### src/rtl/rxs_pkg.sv
// Constants, types and decode helpers shared by the receive snapshot register bank.
package rxs_pkg;

  // ---------------------------------------------------------------------------
  // Sizes
  // ---------------------------------------------------------------------------
  localparam int unsigned NUM_LINKS = 16;
  localparam int unsigned SEL_W     = 4;
  localparam int unsigned BYTE_W    = 8;
  localparam int unsigned ID_W      = 5;
  localparam int unsigned ST_W      = 2;
  localparam int unsigned ADDR_W    = 12;
  localparam int unsigned DATA_W    = 32;

  // ---------------------------------------------------------------------------
  // Register indices; the byte address is four times the index
  // ---------------------------------------------------------------------------
  localparam logic [7:0] IDX_LINK_SELECT = 8'hDC;
  localparam logic [7:0] IDX_CELL_OFFSET = 8'hDF;
  localparam logic [7:0] IDX_FRAME_SEQ   = 8'hE0;
  localparam logic [7:0] IDX_CHANGE_SEQ  = 8'hE1;
  localparam logic [7:0] IDX_OIF_COUNT   = 8'hE2;
  localparam logic [7:0] IDX_LINK_IDENT  = 8'hE3;
  localparam logic [7:0] IDX_LINK_STATE  = 8'hE4;
  localparam logic [7:0] IDX_FRAME_SYNC  = 8'hE5;

  // ---------------------------------------------------------------------------
  // Reset values of the snapshot fields and the link select
  // ---------------------------------------------------------------------------
  localparam logic [7:0] RST_CELL_OFFSET = 8'h00;
  localparam logic [7:0] RST_FRAME_SEQ   = 8'h01;
  localparam logic [7:0] RST_CHANGE_SEQ  = 8'h00;
  localparam logic [7:0] RST_OIF_COUNT   = 8'h00;
  localparam logic [7:0] RST_LINK_IDENT  = 8'h20;
  localparam logic [5:0] RST_LINK_STATE  = 6'h00;
  localparam logic [3:0] RST_LINK_SELECT = 4'h0;

  // ---------------------------------------------------------------------------
  // Field positions
  // ---------------------------------------------------------------------------
  localparam int unsigned TOGGLE_BIT = 4;
  localparam int unsigned LIF_BIT    = 7;
  localparam int unsigned LCD_BIT    = 6;
  localparam int unsigned REF_BIT    = 5;
  localparam int unsigned FLEN_LSB   = 4;
  localparam int unsigned IFSM_LSB   = 2;
  localparam int unsigned CD_LSB     = 0;

  // ---------------------------------------------------------------------------
  // Encodings
  // ---------------------------------------------------------------------------
  typedef enum logic [1:0] {
    RXS_ST_HUNT    = 2'b00,
    RXS_ST_PRESYNC = 2'b01,
    RXS_ST_SYNC    = 2'b10,
    RXS_ST_STUFF   = 2'b11
  } rxs_state_t;

  typedef enum logic [1:0] {
    RXS_M_32  = 2'b00,
    RXS_M_64  = 2'b01,
    RXS_M_128 = 2'b10,
    RXS_M_256 = 2'b11
  } rxs_flen_t;

  localparam logic [7:0] MASK_M_32  = 8'h1F;
  localparam logic [7:0] MASK_M_64  = 8'h3F;
  localparam logic [7:0] MASK_M_128 = 8'h7F;
  localparam logic [7:0] MASK_M_256 = 8'hFF;

  // Significant offset bits for a given frame length.
  function automatic logic [7:0] rxs_offset_mask(logic [1:0] flen);
    case (flen)
      RXS_M_32:  return MASK_M_32;
      RXS_M_64:  return MASK_M_64;
      RXS_M_128: return MASK_M_128;
      default:   return MASK_M_256;
    endcase
  endfunction

  // True while a frame state code means synchronised.
  function automatic logic rxs_is_sync(logic [1:0] st);
    return st == RXS_ST_SYNC;
  endfunction

endpackage

### src/rtl/rxs_link_mux.sv
// Selects one receive link's control-cell values out of the per-link buses.
`timescale 1ns/1ns
module rxs_link_mux (
  // Link choice
  input  wire logic [3:0]   sel,
  // Per-link values, link n in slice n
  input  wire logic [127:0] link_cell_offset,
  input  wire logic [127:0] link_frame_seq,
  input  wire logic [127:0] link_change_seq,
  input  wire logic [127:0] link_oif_count,
  input  wire logic [15:0]  link_lif,
  input  wire logic [15:0]  link_lcd,
  input  wire logic [15:0]  link_is_ref,
  input  wire logic [79:0]  link_id,
  input  wire logic [31:0]  link_frame_len,
  input  wire logic [31:0]  link_ifsm_state,
  input  wire logic [31:0]  link_cd_state,
  // Values of the chosen link
  output logic      [7:0]   sel_cell_offset,
  output logic      [7:0]   sel_frame_seq,
  output logic      [7:0]   sel_change_seq,
  output logic      [7:0]   sel_oif_count,
  output logic              sel_lif,
  output logic              sel_lcd,
  output logic              sel_is_ref,
  output logic      [4:0]   sel_id,
  output logic      [1:0]   sel_frame_len,
  output logic      [1:0]   sel_ifsm_state,
  output logic      [1:0]   sel_cd_state
);

  // Plain indexed slices; the whole mux is combinational.
  always_comb begin
    sel_cell_offset = link_cell_offset[sel*rxs_pkg::BYTE_W +: rxs_pkg::BYTE_W];
    sel_frame_seq   = link_frame_seq[sel*rxs_pkg::BYTE_W +: rxs_pkg::BYTE_W];
    sel_change_seq  = link_change_seq[sel*rxs_pkg::BYTE_W +: rxs_pkg::BYTE_W];
    sel_oif_count   = link_oif_count[sel*rxs_pkg::BYTE_W +: rxs_pkg::BYTE_W];
    sel_lif         = link_lif[sel];
    sel_lcd         = link_lcd[sel];
    sel_is_ref      = link_is_ref[sel];
    sel_id          = link_id[sel*rxs_pkg::ID_W +: rxs_pkg::ID_W];
    sel_frame_len   = link_frame_len[sel*rxs_pkg::ST_W +: rxs_pkg::ST_W];
    sel_ifsm_state  = link_ifsm_state[sel*rxs_pkg::ST_W +: rxs_pkg::ST_W];
    sel_cd_state    = link_cd_state[sel*rxs_pkg::ST_W +: rxs_pkg::ST_W];
  end

endmodule

### src/rtl/rxs_regs.sv
// APB register bank reporting one selected receive link's control-cell snapshot.
`timescale 1ns/1ns

// What this block does
// - Snapshot registers refresh only when the link select register is written.
// - Offset register low byte holds the selected link's control-cell offset.
// - Offset keeps 8, 7, 6 or 5 bits for frame length 256, 128, 64, 32.
// - Frame sequence register low byte holds last sequence number, resetting to one.
// - Change sequence register low byte holds the last status-change number.
// - Out-of-frame counter register low byte holds the selected link's count.
// - Identity bit 7 is loss-of-frame state, bit 6 loss-of-delineation state.
// - Identity bit 5 is set for a reference link; register resets to 0x20.
// - Identity bits 4:0 hold the received link identifier.
// - State register bits 5:4 report the selected link's frame length.
// - State bits 3:2 give frame state: hunt, presync, sync, stuffed event.
// - State bits 1:0 give delineation state and never read as 11.
// - Unused upper bits of every register read as zero.
// - Sync status word has one live bit per link, high while synchronised.
// - Select register bit 4 inverts after every write to the block.
module rxs_regs (
  // Clock and reset
  input  wire logic          clk_sys,
  input  wire logic          rst_b,
  // APB slave
  input  wire logic          psel,
  input  wire logic          penable,
  input  wire logic          pwrite,
  input  wire logic [11:0]   paddr,
  input  wire logic [31:0]   pwdata,
  output logic      [31:0]   prdata,
  output logic               pready,
  output logic               pslverr,
  // Per-link values from the receive datapath, link n in slice n
  input  wire logic [127:0]  link_cell_offset,
  input  wire logic [127:0]  link_frame_seq,
  input  wire logic [127:0]  link_change_seq,
  input  wire logic [127:0]  link_oif_count,
  input  wire logic [15:0]   link_lif,
  input  wire logic [15:0]   link_lcd,
  input  wire logic [15:0]   link_is_ref,
  input  wire logic [79:0]   link_id,
  input  wire logic [31:0]   link_frame_len,
  input  wire logic [31:0]   link_ifsm_state,
  input  wire logic [31:0]   link_cd_state
);

  // ---------------------------------------------------------------------------
  // Address decode
  // ---------------------------------------------------------------------------

  logic [7:0]  reg_idx;
  logic        addr_aligned;
  logic        addr_ok;
  logic        setup_rd;
  logic        wr_done;
  logic        load_wr;
  logic [3:0]  wr_sel;

  // True when an index names one of our registers.
  function automatic logic rxs_mapped(logic [7:0] idx);
    case (idx)
      rxs_pkg::IDX_LINK_SELECT,
      rxs_pkg::IDX_CELL_OFFSET,
      rxs_pkg::IDX_FRAME_SEQ,
      rxs_pkg::IDX_CHANGE_SEQ,
      rxs_pkg::IDX_OIF_COUNT,
      rxs_pkg::IDX_LINK_IDENT,
      rxs_pkg::IDX_LINK_STATE,
      rxs_pkg::IDX_FRAME_SYNC: return 1'b1;
      default:                 return 1'b0;
    endcase
  endfunction

  // Word index from the byte address; any address off a word boundary is unmapped.
  assign reg_idx      = paddr[9:2];
  assign addr_aligned = (paddr[1:0] == 2'b00) && (paddr[11:10] == 2'b00);
  assign addr_ok      = addr_aligned && rxs_mapped(reg_idx);

  // Read data is registered at the setup edge, so every access completes at once.
  assign pready   = 1'b1;
  assign pslverr  = psel & penable & ~addr_ok;
  assign setup_rd = psel & ~penable & ~pwrite;
  assign wr_done  = psel & penable & pwrite;
  assign load_wr  = wr_done & addr_ok & (reg_idx == rxs_pkg::IDX_LINK_SELECT);
  assign wr_sel   = pwdata[3:0];

  // ---------------------------------------------------------------------------
  // Link select and write toggle
  // ---------------------------------------------------------------------------

  logic [3:0] sel_r;
  logic       toggle_r;

  // Link choice taken from the completed write.
  always_ff @(posedge clk_sys or negedge rst_b) begin
    if (!rst_b) begin
      sel_r <= rxs_pkg::RST_LINK_SELECT;
    end else if (load_wr) begin
      sel_r <= wr_sel;
    end
  end

  // Flips on any completed write, mapped or not, so software can see it landed.
  always_ff @(posedge clk_sys or negedge rst_b) begin
    if (!rst_b) begin
      toggle_r <= 1'b0;
    end else if (wr_done) begin
      toggle_r <= ~toggle_r;
    end
  end

  // ---------------------------------------------------------------------------
  // Snapshot capture
  // ---------------------------------------------------------------------------

  logic [3:0] mux_sel;
  logic [7:0] m_offset;
  logic [7:0] m_fseq;
  logic [7:0] m_cseq;
  logic [7:0] m_oif;
  logic       m_lif;
  logic       m_lcd;
  logic       m_ref;
  logic [4:0] m_id;
  logic [1:0] m_flen;
  logic [1:0] m_ifsm;
  logic [1:0] m_cd;
  logic [7:0] offset_masked;
  logic [7:0] ident_nxt;
  logic [5:0] state_nxt;
  logic [1:0] cd_clean;

  // The mux looks at the incoming select during the load write so the
  // snapshot is already fresh for a read that follows back to back.
  assign mux_sel = load_wr ? wr_sel : sel_r;

  rxs_link_mux u_mux (
    .sel              (mux_sel),
    .link_cell_offset (link_cell_offset),
    .link_frame_seq   (link_frame_seq),
    .link_change_seq  (link_change_seq),
    .link_oif_count   (link_oif_count),
    .link_lif         (link_lif),
    .link_lcd         (link_lcd),
    .link_is_ref      (link_is_ref),
    .link_id          (link_id),
    .link_frame_len   (link_frame_len),
    .link_ifsm_state  (link_ifsm_state),
    .link_cd_state    (link_cd_state),
    .sel_cell_offset  (m_offset),
    .sel_frame_seq    (m_fseq),
    .sel_change_seq   (m_cseq),
    .sel_oif_count    (m_oif),
    .sel_lif          (m_lif),
    .sel_lcd          (m_lcd),
    .sel_is_ref       (m_ref),
    .sel_id           (m_id),
    .sel_frame_len    (m_flen),
    .sel_ifsm_state   (m_ifsm),
    .sel_cd_state     (m_cd)
  );

  // Shape the captured fields; a stray delineation code 11 reads as hunt.
  assign offset_masked = m_offset & rxs_pkg::rxs_offset_mask(m_flen);
  assign cd_clean      = (m_cd == rxs_pkg::RXS_ST_STUFF) ? rxs_pkg::RXS_ST_HUNT : m_cd;
  assign ident_nxt     = {m_lif, m_lcd, m_ref, m_id};
  assign state_nxt     = {m_flen, m_ifsm, cd_clean};

  logic [7:0] offset_r;
  logic [7:0] fseq_r;
  logic [7:0] cseq_r;
  logic [7:0] oif_r;
  logic [7:0] ident_r;
  logic [5:0] state_r;

  // All snapshot fields move together and only on the load write.
  always_ff @(posedge clk_sys or negedge rst_b) begin
    if (!rst_b) begin
      offset_r <= rxs_pkg::RST_CELL_OFFSET;
      fseq_r   <= rxs_pkg::RST_FRAME_SEQ;
      cseq_r   <= rxs_pkg::RST_CHANGE_SEQ;
      oif_r    <= rxs_pkg::RST_OIF_COUNT;
      ident_r  <= rxs_pkg::RST_LINK_IDENT;
      state_r  <= rxs_pkg::RST_LINK_STATE;
    end else if (load_wr) begin
      offset_r <= offset_masked;
      fseq_r   <= m_fseq;
      cseq_r   <= m_cseq;
      oif_r    <= m_oif;
      ident_r  <= ident_nxt;
      state_r  <= state_nxt;
    end
  end

  // ---------------------------------------------------------------------------
  // Live sync word and read path
  // ---------------------------------------------------------------------------

  logic [15:0] sync_word;
  logic [31:0] rd_nxt;
  logic [31:0] prdata_r;

  rxs_sync_status u_sync (
    .link_ifsm_state (link_ifsm_state),
    .sync_word       (sync_word)
  );

  // Narrow fields zero-extend; unmapped reads return zero with pslverr.
  always_comb begin
    rd_nxt = 32'h0000_0000;
    if (addr_aligned) begin
      case (reg_idx)
        rxs_pkg::IDX_LINK_SELECT: rd_nxt = {27'h0, toggle_r, sel_r};
        rxs_pkg::IDX_CELL_OFFSET: rd_nxt = {24'h0, offset_r};
        rxs_pkg::IDX_FRAME_SEQ:   rd_nxt = {24'h0, fseq_r};
        rxs_pkg::IDX_CHANGE_SEQ:  rd_nxt = {24'h0, cseq_r};
        rxs_pkg::IDX_OIF_COUNT:   rd_nxt = {24'h0, oif_r};
        rxs_pkg::IDX_LINK_IDENT:  rd_nxt = {24'h0, ident_r};
        rxs_pkg::IDX_LINK_STATE:  rd_nxt = {26'h0, state_r};
        rxs_pkg::IDX_FRAME_SYNC:  rd_nxt = {16'h0, sync_word};
        default:                  rd_nxt = 32'h0000_0000;
      endcase
    end
  end

  // Read data sampled at the setup edge; the sync word is as live as that edge.
  always_ff @(posedge clk_sys or negedge rst_b) begin
    if (!rst_b) begin
      prdata_r <= 32'h0000_0000;
    end else if (setup_rd) begin
      prdata_r <= rd_nxt;
    end
  end

  assign prdata = prdata_r;

  // ---------------------------------------------------------------------------
  // Assertions
  // ---------------------------------------------------------------------------

  property p_snap_hold;
    @(posedge clk_sys) disable iff (!rst_b)
      !load_wr |=> $stable(offset_r) && $stable(fseq_r) && $stable(cseq_r)
                   && $stable(oif_r) && $stable(ident_r) && $stable(state_r);
  endproperty
  a_snap_hold: assert property (p_snap_hold) else $error("Snapshot moved without load.");

  property p_offset_load;
    @(posedge clk_sys) disable iff (!rst_b)
      load_wr |=> offset_r == $past(offset_masked);
  endproperty
  a_offset_load: assert property (p_offset_load) else $error("Offset not captured.");

  property p_offset_bits;
    @(posedge clk_sys) disable iff (!rst_b)
      (offset_r & ~rxs_pkg::rxs_offset_mask(state_r[rxs_pkg::FLEN_LSB +: rxs_pkg::ST_W])) == 8'h00;
  endproperty
  a_offset_bits: assert property (p_offset_bits) else $error("Offset exceeds frame length.");

  property p_fseq_load;
    @(posedge clk_sys) disable iff (!rst_b)
      load_wr |=> fseq_r == $past(m_fseq);
  endproperty
  a_fseq_load: assert property (p_fseq_load) else $error("Frame sequence not captured.");

  property p_cseq_read;
    @(posedge clk_sys) disable iff (!rst_b)
      setup_rd && addr_aligned && reg_idx == rxs_pkg::IDX_CHANGE_SEQ
      |=> prdata == {24'h0, $past(cseq_r)};
  endproperty
  a_cseq_read: assert property (p_cseq_read) else $error("Change sequence read wrong.");

  property p_oif_load;
    @(posedge clk_sys) disable iff (!rst_b)
      load_wr |=> oif_r == $past(m_oif) ##1 (load_wr || oif_r == $past(oif_r));
  endproperty
  a_oif_load: assert property (p_oif_load) else $error("Out-of-frame count wrong.");

  property p_ident_load;
    @(posedge clk_sys) disable iff (!rst_b)
      load_wr |=> ident_r[rxs_pkg::LIF_BIT] == $past(m_lif)
                  && ident_r[rxs_pkg::LCD_BIT] == $past(m_lcd);
  endproperty
  a_ident_load: assert property (p_ident_load) else $error("Loss states misplaced.");

  property p_ref_load;
    @(posedge clk_sys) disable iff (!rst_b)
      load_wr |=> ident_r[rxs_pkg::REF_BIT] == $past(m_ref)
                  && ident_r[rxs_pkg::ID_W-1:0] == $past(m_id);
  endproperty
  a_ref_load: assert property (p_ref_load) else $error("Reference or identifier wrong.");

  property p_state_load;
    @(posedge clk_sys) disable iff (!rst_b)
      load_wr |=> state_r[rxs_pkg::FLEN_LSB +: rxs_pkg::ST_W] == $past(m_flen)
                  && state_r[rxs_pkg::IFSM_LSB +: rxs_pkg::ST_W] == $past(m_ifsm);
  endproperty
  a_state_load: assert property (p_state_load) else $error("Frame fields wrong.");

  property p_cd_never_3;
    @(posedge clk_sys) disable iff (!rst_b)
      state_r[rxs_pkg::CD_LSB +: rxs_pkg::ST_W] != rxs_pkg::RXS_ST_STUFF;
  endproperty
  a_cd_never_3: assert property (p_cd_never_3) else $error("Delineation state reads 11.");

  property p_upper_zero;
    @(posedge clk_sys) disable iff (!rst_b)
      setup_rd && reg_idx != rxs_pkg::IDX_FRAME_SYNC |=> prdata[31:8] == 24'h000000;
  endproperty
  a_upper_zero: assert property (p_upper_zero) else $error("Unused bits not zero.");

  property p_sync_read;
    @(posedge clk_sys) disable iff (!rst_b)
      setup_rd && addr_aligned && reg_idx == rxs_pkg::IDX_FRAME_SYNC
      |=> prdata[15:0] == $past(sync_word) && prdata[31:16] == 16'h0000;
  endproperty
  a_sync_read: assert property (p_sync_read) else $error("Sync word read wrong.");

  property p_sync_live;
    @(posedge clk_sys) disable iff (!rst_b)
      sync_word[0] == (link_ifsm_state[1:0] == rxs_pkg::RXS_ST_SYNC)
      && sync_word[15] == (link_ifsm_state[31:30] == rxs_pkg::RXS_ST_SYNC);
  endproperty
  a_sync_live: assert property (p_sync_live) else $error("Sync bit not live.");

  property p_sel_load;
    @(posedge clk_sys) disable iff (!rst_b)
      load_wr |=> sel_r == $past(wr_sel);
  endproperty
  a_sel_load: assert property (p_sel_load) else $error("Link select not stored.");

  // The toggle must read back at its own bit, beside the stored select.
  property p_sel_read;
    @(posedge clk_sys) disable iff (!rst_b)
      setup_rd && addr_aligned && reg_idx == rxs_pkg::IDX_LINK_SELECT
      |=> prdata[rxs_pkg::TOGGLE_BIT] == $past(toggle_r)
          && prdata[rxs_pkg::SEL_W-1:0] == $past(sel_r);
  endproperty
  a_sel_read: assert property (p_sel_read) else $error("Link select read wrong.");

  property p_toggle;
    @(posedge clk_sys) disable iff (!rst_b)
      wr_done |=> toggle_r != $past(toggle_r);
  endproperty
  a_toggle: assert property (p_toggle) else $error("Write toggle did not flip.");

  property p_toggle_hold;
    @(posedge clk_sys) disable iff (!rst_b)
      !wr_done |=> $stable(toggle_r);
  endproperty
  a_toggle_hold: assert property (p_toggle_hold) else $error("Toggle moved without write.");

endmodule

### src/rtl/rxs_sync_status.sv
// Builds the live one-bit-per-link frame synchronisation word.
`timescale 1ns/1ns
module rxs_sync_status (
  // Frame state of every link, link n in slice n
  input  wire logic [31:0] link_ifsm_state,
  // One bit per link, high while synchronised
  output logic      [15:0] sync_word
);

  // One decoder per link; nothing is latched so the word follows the links.
  for (genvar i = 0; i < rxs_pkg::NUM_LINKS; i++) begin : g_link
    assign sync_word[i] = rxs_pkg::rxs_is_sync(link_ifsm_state[i*rxs_pkg::ST_W +: rxs_pkg::ST_W]);
  end

endmodule

### config.mk
export PLATFORM = sky130hd
export DESIGN_NAME = rxs_regs
export DESIGN_NICKNAME = d
export VERILOG_FILES = /design/src/rtl/rxs_pkg.sv /design/src/rtl/rxs_link_mux.sv /design/src/rtl/rxs_regs.sv /design/src/rtl/rxs_sync_status.sv
export SDC_FILE = /design/constraint.sdc
export NUM_CORES = 1
export LEC_CHECK = 0
export BUFFER_PORTS_ARGS = -buffer_cell sky130_fd_sc_hd__buf_2
export CORE_AREA = 2 2 322 324
export CTS_BUF_LIST = sky130_fd_sc_hd__clkbuf_8
export CTS_CLUSTER_SIZE = 20
export DETAILED_ROUTE_END_ITERATION = 8
export DIE_AREA = 0 0 324 326
export MAX_ROUTING_LAYER = met4
export SLEW_MARGIN = 20
export SYNTH_ARGS = -nofsm -noshare
export SYNTH_HDL_FRONTEND = slang
export SYNTH_HIERARCHICAL = 1
export SYNTH_SLANG_ARGS = --single-unit
### constraint.sdc
create_clock -name clk_sys -period 2.4 [get_ports clk_sys]
set_input_delay 0.12 -clock clk_sys [delete_from_list [all_inputs] [get_ports clk_sys]]
set_output_delay 0.12 -clock clk_sys [all_outputs]
set_load 0.03 [all_outputs]
==> key figures, run 1 <==
Status
  – Status: complete, but fails checks
  – Violated checks: setup timing

CTS
  – Deepest clock path buffer count: 2
  – Number of H-tree levels: 3
  – Number of clock sinks seen by CTS: 67
  – Register clock-pin slew on the reported worst setup and hold paths: 0.11 ns
  – Master cell of the clock root buffer: sky130_fd_sc_hd__clkbuf_8
  – Inserted Clock Buffers: 9
  – Source-to-sink clock delay at the later pin of the worst-skew pair: 0.43 ns
  – CTS tree: built

GRT
  – First-pass GRT wire length: 90,300 microns
  – Overall routing resource usage: 0.131
  – Grt total ovfl: 0
  – Number of global-route vias before repair: 11,375
  – Antenna violations before repair: 59
  – Largest net degree at the start of global routing: 32

Synth
  – Number of enable-type register cells in the synthesized netlist: 0
  – Async SR Flop Fraction: 1.00
  – Ys flop type: sky130_fd_sc_hd__dfrtp_1
  – Share of Yosys cell area claimed by the top area cell type: 0.466
  – Mapped Avg Cell Area: 13.4 sq um
  – Syn. warnings: 6
  – Cells after synthesis: 675
  – Area leader, netlist: sky130_fd_sc_hd__mux4_2
  – Distinct cell type count of the synthesized netlist: 50
  – Sequential fraction of the synthesis area: 0.186
  – Combined area of all synthesized cells: 9040 sq um
  – Most area-consuming cells after synthesis: sky130_fd_sc_hd__mux4_2 (47%), sky130_fd_sc_hd__dfrtp_1 (18%), sky130_fd_sc_hd__a22oi_1 (8.2%)
  – Synthesis-stage register bit count: 67

Timing
  – Hold violation count in the final report: 0
  – Final critical delay including setup and external delays: 3.03 ns
  – Setup repair after global routing missed its margin: true
  – Final number of max-transition violations: 0
  – Post-route clock skew: 0.0273 ns
  – Max frequency: 0.330 GHz
  – Finish-stage setup viols: 46
  – Worst setup slack after layout: -0.630 ns
  – Rel. slew slack: 0.568
  – Part of the cycle the worst path needs: 1.26
  – Least-Margin Pin Slew: 0.649 ns
  – Total negative slack for setup checks: -23.41 ns

Floorplan
  – Chip height: 326 microns
  – Standard-cell row count: 118
  – Floorplan die width: 324 microns
  – Number of I/O pins: 819
  – Initial core utilization: 0.0881
  – CORE AREA: 103,000 sq um
  – DIE AREA: 106,000 sq um

Worst setup path
  – Setup Crit Path Kind: primary input to flip-flop
  – Critical path's slowest cell: sky130_fd_sc_hd__or4_4
  – Worst setup slack for register-to-register paths: -0.07 ns
  – Arrival time of data at the critical path endpoint: 3.36 ns
  – Cell breakdown of the critical path: buf_6, or4_4, or4_4, buf_4, mux2_8, buf_12, buf_4, mux4_2, a22oi_2, nand2_1, mux2_4
  – Stage delay of the slowest cell on the critical path: 0.58 ns
  – Category of the worst setup path capture point: flip-flop
  – Highest net fanout along the worst path: 18
  – Startpoint kind of the worst setup timing path: primary input
  – Required time at the endpoint of the critical path: 2.73 ns

Flow run
  – Max-cap violations: 0

Layout
  – Final cell area excluding filler cells: 16,600 sq um
  – Utilization of the core after routing: 0.162
  – Post-layout net count: 2,326
  – Ratio of cells with drive above 1 in the final layout: 0.832
  – Synthesis-to-finish area growth: 83.8%

Placement
  – Dpl hpwl: 60,500 microns
  – Placement Cell Area: 15,400 sq um
  – Total of buffers placed on input and output ports: 773
  – Last weighted congestion value of the routability-driven placer: 0.910

Worst hold path
  – Worst hold-check path type: primary input to flip-flop

Route
  – Total vias in the final route: 10,892
  – Detailed Route WL: 71,000 microns
  – Number of nets still failing antenna checks after routing: 0
  – First drt pass iteration count: 5
  – Remaining DRCs: 0
  – Drt wl/cell: 23.9 microns
  – Iter 0 DRT Violations: 644
  – Vias/cell: 3.66

Power
  – Worst IR drop on VDD: 0.183 mV
  – Reported leakage power: 7.16 nW
  – Pwr per Cell Area: 213 nW/um^2
-- layer usage --
metal	GRT usage	wire length [microns]
met3	0.0474	6710
met1	0.144	27500
met2	0.213	34000
met5	-	0
met4	0.0558	2750
-- sequential cells by signal, indices dropped and copies added, names as in the netlist --
| signal | cells |
|---|---|
| ident_r | 8 |
| fseq_r | 8 |
| toggle_r | 1 |
| sel_r | 4 |
| offset_r | 8 |
| cseq_r | 8 |
| oif_r | 8 |
| state_r | 6 |
| prdata | 16 |
-- cells in the mapped netlist, types with 2 or more instances --
cell / count
sky130_fd_sc_hd__o21ai_0: 18
sky130_fd_sc_hd__and2_1: 2
sky130_fd_sc_hd__mux2i_1: 4
sky130_fd_sc_hd__a222oi_1: 2
sky130_fd_sc_hd__nor2b_1: 4
sky130_fd_sc_hd__a22oi_1: 99
sky130_fd_sc_hd__a211oi_1: 3
sky130_fd_sc_hd__a32o_1: 2
sky130_fd_sc_hd__buf_4: 26
sky130_fd_sc_hd__nand2b_1: 4
sky130_fd_sc_hd__or2_2: 2
sky130_fd_sc_hd__nor2b_4: 16
sky130_fd_sc_hd__a22o_1: 11
sky130_fd_sc_hd__buf_1: 20
sky130_fd_sc_hd__nand2_1: 69
sky130_fd_sc_hd__conb_1: 2
sky130_fd_sc_hd__or4_4: 2
sky130_fd_sc_hd__dfstp_2: 2
sky130_fd_sc_hd__a21oi_1: 5
sky130_fd_sc_hd__dfrtp_1: 65
sky130_fd_sc_hd__clkbuf_1: 28
sky130_fd_sc_hd__nand3_1: 4
sky130_fd_sc_hd__nor2_1: 10
sky130_fd_sc_hd__buf_6: 10
sky130_fd_sc_hd__mux2_2: 9
sky130_fd_sc_hd__mux4_2: 187
sky130_fd_sc_hd__buf_2: 5
sky130_fd_sc_hd__buf_12: 3
sky130_fd_sc_hd__mux2_4: 40
-- final timing paths --
check / startpoint / cells after the start / endpoint
worst max-delay path: paddr[1] / 11 / cseq_r[7]
worst min-delay path: link_ifsm_state[19] / 3 / prdata[9]
worst max register to register: sel_r[0] / 8 / cseq_r[7]
worst min register to register: prdata[2] / 2 / prdata[2]
max in group asynchronous: rst_b / 3 / fseq_r[0]
min in group asynchronous: rst_b / 2 / prdata[11]
-- critical path: cells and delay by family --
kind	cells	cell delay, ns
AOI/OAI and AO/OA	1	0.31
muxes	3	1.01
buffers and inverters	4	0.66
and+or+nand+nor	3	1.22
-- area by class of cell --
class / instances / area, sq um
Antenna cell: 48 / 120
Clock buffer: 10 / 138
Clock inverter: 6 / 40.0
Fill cell: 11476 / 86000
Multi-Input combinational cell: 530 / 7240
Sequential cell: 67 / 1680
Tap cell: 1380 / 1730
Timing Repair Buffer: 933 / 5670
-- cells by family (layout without fill, tap and decap cells) --
logic type,count (synthesis),in the layout,share of synthesized area
flip-flops,67,67,0.186
other,2,65,0.000831
buffers and inverters,93,949,0.0651
XOR/XNOR,1,1,0.000969
AO/OA/AOI/OAI,148,148,0.120
AND/OR/NAND/NOR,124,124,0.0792
multiplexers,240,240,0.548
-- metrics by stage --
step | worst slack, ns | hold slack (ns) | instances | total power (W)
after floorplan | -0.838 | -0.176 | 690 | 0.00160
after detailed placement | -1.21 | 0.101 | 2875 | 0.00244
after global placement | -1.18 | 0.0999 | 2875 | 0.00242
after CTS | -0.574 | 0.0115 | 2913 | 0.00365
final | -0.630 | 0.0767 | 2974 | 0.00353
after global routing | -0.625 | 0.0560 | 2973 | 0.00375
-- where the power goes --
group / leakage (nW) / internal [W] / switching, W
Combinational: 6.14 / 0.000768 / 0.000541
Sequential: 0.927 / 0.00114 / 0.00000805
Clock: 0.0985 / 0.000407 / 0.000669
Total: 7.16 / 0.00231 / 0.00122
-- placed cells by master (no fill, tap or decap), types with 5 or more instances in the layout --
master and n:
sky130_fd_sc_hd__buf_16 5, sky130_fd_sc_hd__mux2_2 9, sky130_fd_sc_hd__a22o_1 11, sky130_fd_sc_hd__a21oi_1 5
sky130_fd_sc_hd__mux4_2 187, sky130_fd_sc_hd__a22oi_2 60, sky130_fd_sc_hd__buf_6 20, sky130_fd_sc_hd__nor2b_4 18
sky130_fd_sc_hd__dfrtp_1 65, sky130_fd_sc_hd__conb_1 17, sky130_fd_sc_hd__diode_2 48, sky130_fd_sc_hd__clkbuf_8 10
sky130_fd_sc_hd__nand2_1 54, sky130_fd_sc_hd__o21ai_0 14, sky130_fd_sc_hd__buf_8 7, sky130_fd_sc_hd__buf_12 26
sky130_fd_sc_hd__buf_2 771, sky130_fd_sc_hd__nand2_2 12, sky130_fd_sc_hd__nor2_1 9, sky130_fd_sc_hd__mux2_4 38
sky130_fd_sc_hd__a22oi_1 39, sky130_fd_sc_hd__buf_4 99
-- repair_timing --
item	in CTS	in global routing
pin swaps	15	23
hold buffers	3	0
endpoints found under the setup margin	46	46
buffers inserted	18	12
endpoints found under the hold margin	50	0
gates resized for setup	77	48
gates cloned	3	2
No activity file was read; power rests on OpenSTA's default activity.
==> inputs of run 2 (changes only) <==
--- a/config.mk
+++ b/config.mk
@@ -5,12 +5,14 @@
 export SDC_FILE = /design/constraint.sdc
 export NUM_CORES = 1
 export LEC_CHECK = 0
+export ABC_AREA = 1
 export BUFFER_PORTS_ARGS = -buffer_cell sky130_fd_sc_hd__buf_2
-export CORE_AREA = 2 2 322 324
+export CORE_AREA = 2 2 319 321
 export CTS_BUF_LIST = sky130_fd_sc_hd__clkbuf_8
 export CTS_CLUSTER_SIZE = 20
 export DETAILED_ROUTE_END_ITERATION = 8
-export DIE_AREA = 0 0 324 326
+export DIE_AREA = 0 0 321 323
+export HOLD_SLACK_MARGIN = 0.06
 export MAX_ROUTING_LAYER = met4
 export SLEW_MARGIN = 20
 export SYNTH_ARGS = -nofsm -noshare
==> run 2 against run 1 <==
The flow now finishes without violations. Clock power up 10%. Clock skew down 0.011 ns. Die area down 1.8%. Fmax up 27%. Largest cell class unchanged. Largest power group unchanged.
==> key figures, run 2 <==
Layout
  – Count of placed standard cells in the final layout, fillers left out: 4,956
  – Max reg flops: 16
  – Synthesis-to-finish area growth: 71.0%
  – Post-layout net count: 4,415
  – Utilization of the core after routing: 0.224
  – Final cell area excluding filler cells: 22,600 sq um
  – Ratio of cells with drive above 1 in the final layout: 0.364
  – Most frequent cells in the layout: sky130_fd_sc_hd__nand2_1 (1,102), sky130_fd_sc_hd__buf_2 (770), sky130_fd_sc_hd__inv_1 (578)
  – Leading cell type in the layout, fill and taps excluded: sky130_fd_sc_hd__nand2_1

Worst setup path
  – Worst reg2reg endpoint: offset_r[2]
  – Cell breakdown of the critical path: buf_6, buf_4, nand2_4, nor2_4, buf_12, nand2_1, nand2_1, nor2_2, nand2_2, nand4_1, buf_6, nand2_4, buf_12, buf_16, buf_16, nand2_1, nand3_1, nand3_1, nand3_1, nand2_1, nand4_1, nand2_1
  – Reg-to-reg startpoint: sel_r[0]
  – Combined buffer and inverter count along the critical path: 7
  – Category of the worst setup path capture point: flip-flop
  – Worst setup slack for register-to-register paths: 0.25 ns
  – Stage delay of the slowest cell on the critical path: 0.24 ns
  – Highest net fanout along the worst path: 14
  – Critical path's top delay family: simple AND/OR/NAND/NOR gates
  – Crit-path most repeated cell: sky130_fd_sc_hd__nand2_1
  – Reg2reg path depth: 12
  – Arrival time of data at the critical path endpoint: 2.73 ns
  – Required time at the endpoint of the critical path: 2.75 ns
  – Startpoint kind of the worst setup timing path: primary input
  – Critical path's slowest cell: sky130_fd_sc_hd__nand3_1
  – Setup Crit Path Kind: primary input to flip-flop

Status
  – Status: completed

Synth
  – Synthesis-stage register bit count: 67
  – Async SR Flop Fraction: 1.00
  – Distinct cell type count of the synthesized netlist: 26
  – Syn. warnings: 6
  – Mapped Avg Cell Area: 4.81 sq um
  – Most area-consuming cells after synthesis: sky130_fd_sc_hd__nand2_1 (33%), sky130_fd_sc_hd__nand3_1 (23%), sky130_fd_sc_hd__inv_1 (17%)
  – Cells after synthesis: 2,744
  – Cell with the most instances after synthesis: sky130_fd_sc_hd__nand2_1
  – Number of enable-type register cells in the synthesized netlist: 0
  – Most numerous cell types in the synthesized netlist: sky130_fd_sc_hd__nand2_1 (1,158), sky130_fd_sc_hd__nand3_1 (618), sky130_fd_sc_hd__inv_1 (582), sky130_fd_sc_hd__buf_2 (104), sky130_fd_sc_hd__dfrtp_1 (65)
  – Combined area of all synthesized cells: 13,200 sq um
  – Share of Yosys cell area claimed by the top area cell type: 0.329
  – Ys flop type: sky130_fd_sc_hd__dfrtp_1
  – Area leader, netlist: sky130_fd_sc_hd__nand2_1
  – Sequential fraction of the synthesis area: 0.127

Worst hold path
  – Hold Startpoint: link_ifsm_state[23]
  – Depth of the worst hold-timing path: 5
  – Worst hold-check path type: primary input to flip-flop
  – Worst-case hold path end point: prdata[11]

Route
  – Remaining DRCs: 0
  – Detailed Route WL: 98,500 microns
  – Total routed wire length on the met1 layer: 40,800 microns
  – Total length of routed met3 wires: 5370 microns
  – Number of nets still failing antenna checks after routing: 0
  – Highest layer used for signal routing: met4
  – Drt wl/cell: 19.9 microns
  – Iter 0 DRT Violations: 1,389
  – Vias/cell: 4.12
  – Total vias in the final route: 20,409
  – Met2 routed wirelength: 48,500 microns
  – First drt pass iteration count: 5

Power
  – Reported leakage power: 13.8 nW
  – Pwr per Cell Area: 177 nW/um^2
  – Worst IR drop on VDD: 0.301 mV
  – Tot Pwr: 0.00399 W

Timing
  – Setup repair after global routing missed its margin: true
  – Rel. slew slack: 0.583
  – Worst setup slack after layout: 0.0146 ns
  – Final number of max-transition violations: 0
  – Part of the cycle the worst path needs: 0.994
  – Hold violation count in the final report: 0
  – Least-Margin Pin Slew: 0.624 ns
  – Post-route clock skew: 0.0163 ns
  – Max frequency: 0.419 GHz
  – Finish-stage setup viols: 0
  – Final critical delay including setup and external delays: 2.39 ns

Placement
  – Placement Cell Area: 19,700 sq um
  – Placed cells: 4,864
  – Total of buffers placed on input and output ports: 773
  – Dpl hpwl: 77,900 microns
  – Last weighted congestion value of the routability-driven placer: 0.955
  – Post-placement worst setup slack: -0.889 ns

GRT
  – Largest net degree at the start of global routing: 52
  – Grt total ovfl: 0
  – Antenna violations before repair: 26
  – First-pass GRT wire length: 133,000 microns
  – Number of global-route vias before repair: 19,779
  – Overall routing resource usage: 0.184

CTS
  – Number of clock sinks seen by CTS: 67
  – Deepest clock path buffer count: 2
  – Inserted Clock Buffers: 9
  – Master cell of the clock root buffer: sky130_fd_sc_hd__clkbuf_8
  – Source-to-sink clock delay at the later pin of the worst-skew pair: 0.41 ns
  – Register clock-pin slew on the reported worst setup and hold paths: 0.09 ns
  – Number of H-tree levels: 3
  – CTS tree: built

Floorplan
  – DIE AREA: 104,000 sq um
  – Number of I/O pins: 819
  – Standard-cell row count: 117
  – CORE AREA: 101,000 sq um
  – Initial core utilization: 0.131
  – Chip height: 323 microns
  – Floorplan die width: 321 microns

Flow run
  – Max-cap violations: 0
run 2: cell count changes in the layout (fill, tap and decap cells not counted), moves of 39 or more:
cell and delta:
sky130_fd_sc_hd__a22oi_1 -39, sky130_fd_sc_hd__nand2_1 +1048, sky130_fd_sc_hd__buf_4 +54, sky130_fd_sc_hd__mux4_2 -187, sky130_fd_sc_hd__nand4_1 +49, sky130_fd_sc_hd__a22oi_2 -60
sky130_fd_sc_hd__nand3_2 +133, sky130_fd_sc_hd__nand3_1 +454, sky130_fd_sc_hd__inv_1 +577
run 2: worst reg2reg max path: stages (launching register included):
cell and delay, ns:
sky130_fd_sc_hd__dfrtp_1 0.43, sky130_fd_sc_hd__nand2_4 0.14, sky130_fd_sc_hd__nand2_4 0.07, sky130_fd_sc_hd__buf_12 0.14
sky130_fd_sc_hd__buf_16 0.16, sky130_fd_sc_hd__buf_16 0.20, sky130_fd_sc_hd__nand2_1 0.07, sky130_fd_sc_hd__nand3_1 0.24
sky130_fd_sc_hd__nand3_1 0.17, sky130_fd_sc_hd__nand3_1 0.19, sky130_fd_sc_hd__nand2_1 0.11, sky130_fd_sc_hd__nand4_1 0.08
sky130_fd_sc_hd__nand2_1 0.09
run 2: area by class of cell:
cell class,count,area [sq um]
Antenna cell,12,30.0
Sequential cell,67,1680
Clock buffer,10,138
Timing Repair Buffer,1053,7260
Clock inverter,6,96.3
Tap cell,1309,1640
Timing Repair inverter,3,43.8
Inverter,587,2240
Multi-Input combinational cell,1909,9450
Fill cell,11650,78100
run 2: per-layer routing:
layer | vias up | global-route usage
met3 | 136 | 0.0192
met1 | 9333 | 0.217
met4 | 0 | 0.0719
li1 | 10012 | -
met5 | - | -
met2 | 928 | 0.322
run 2: through the flow:
step	hold WS [ns]	setup TNS, ns
6_report	0.107	0
5_1_grt	0.121	-0.869
4_1_cts	0.0640	-0.00278
3_5_place_dp	0.121	-31.86
3_3_place_gp	0.125	-33.79
2_1_floorplan	-0.176	0
run 2: power by group:
group | switching [W] | leakage (nW) | internal, W | total (W)
clock | 0.000565 | 0.115 | 0.000625 | 0.00119
sequential | 0.00000774 | 0.927 | 0.00114 | 0.00114
combinational | 0.000876 | 12.8 | 0.000777 | 0.00165
run 2: repair_timing:
item                       CTS  global route
setup endpoints to repair   46            46
resized for setup          115           236
buffers inserted            27            21
gates cloned                17             5
pin swaps                   28            57
hold endpoints to repair    26             0
hold buffers                10             0
run 2: worst max-delay path by stage:
stage                         from     endpoint  slack, ns  cells past startpoint
after floorplan           paddr[2]  offset_r[5]      0.002                     23
after global placement    paddr[7]  offset_r[6]      -0.96                     24
after detailed placement  paddr[7]  offset_r[6]      -0.89                     24
after CTS                 paddr[7]  offset_r[6]     -0.003                     25
after global routing      paddr[7]   state_r[1]      -0.09                     24
final                     paddr[7]  offset_r[2]       0.01                     22
run 2: cell families (layout without fill, tap and decap cells):
logic type      after synthesis  count (layout)  share of synthesized area
buf+inv                     784            1659                      0.258
other cells                   2              29                   0.000569
flops                        67              67                      0.127
xor+xnor                      1               1                   0.000663
simple gates               1880            1881                      0.610
compound gates               10              10                    0.00398
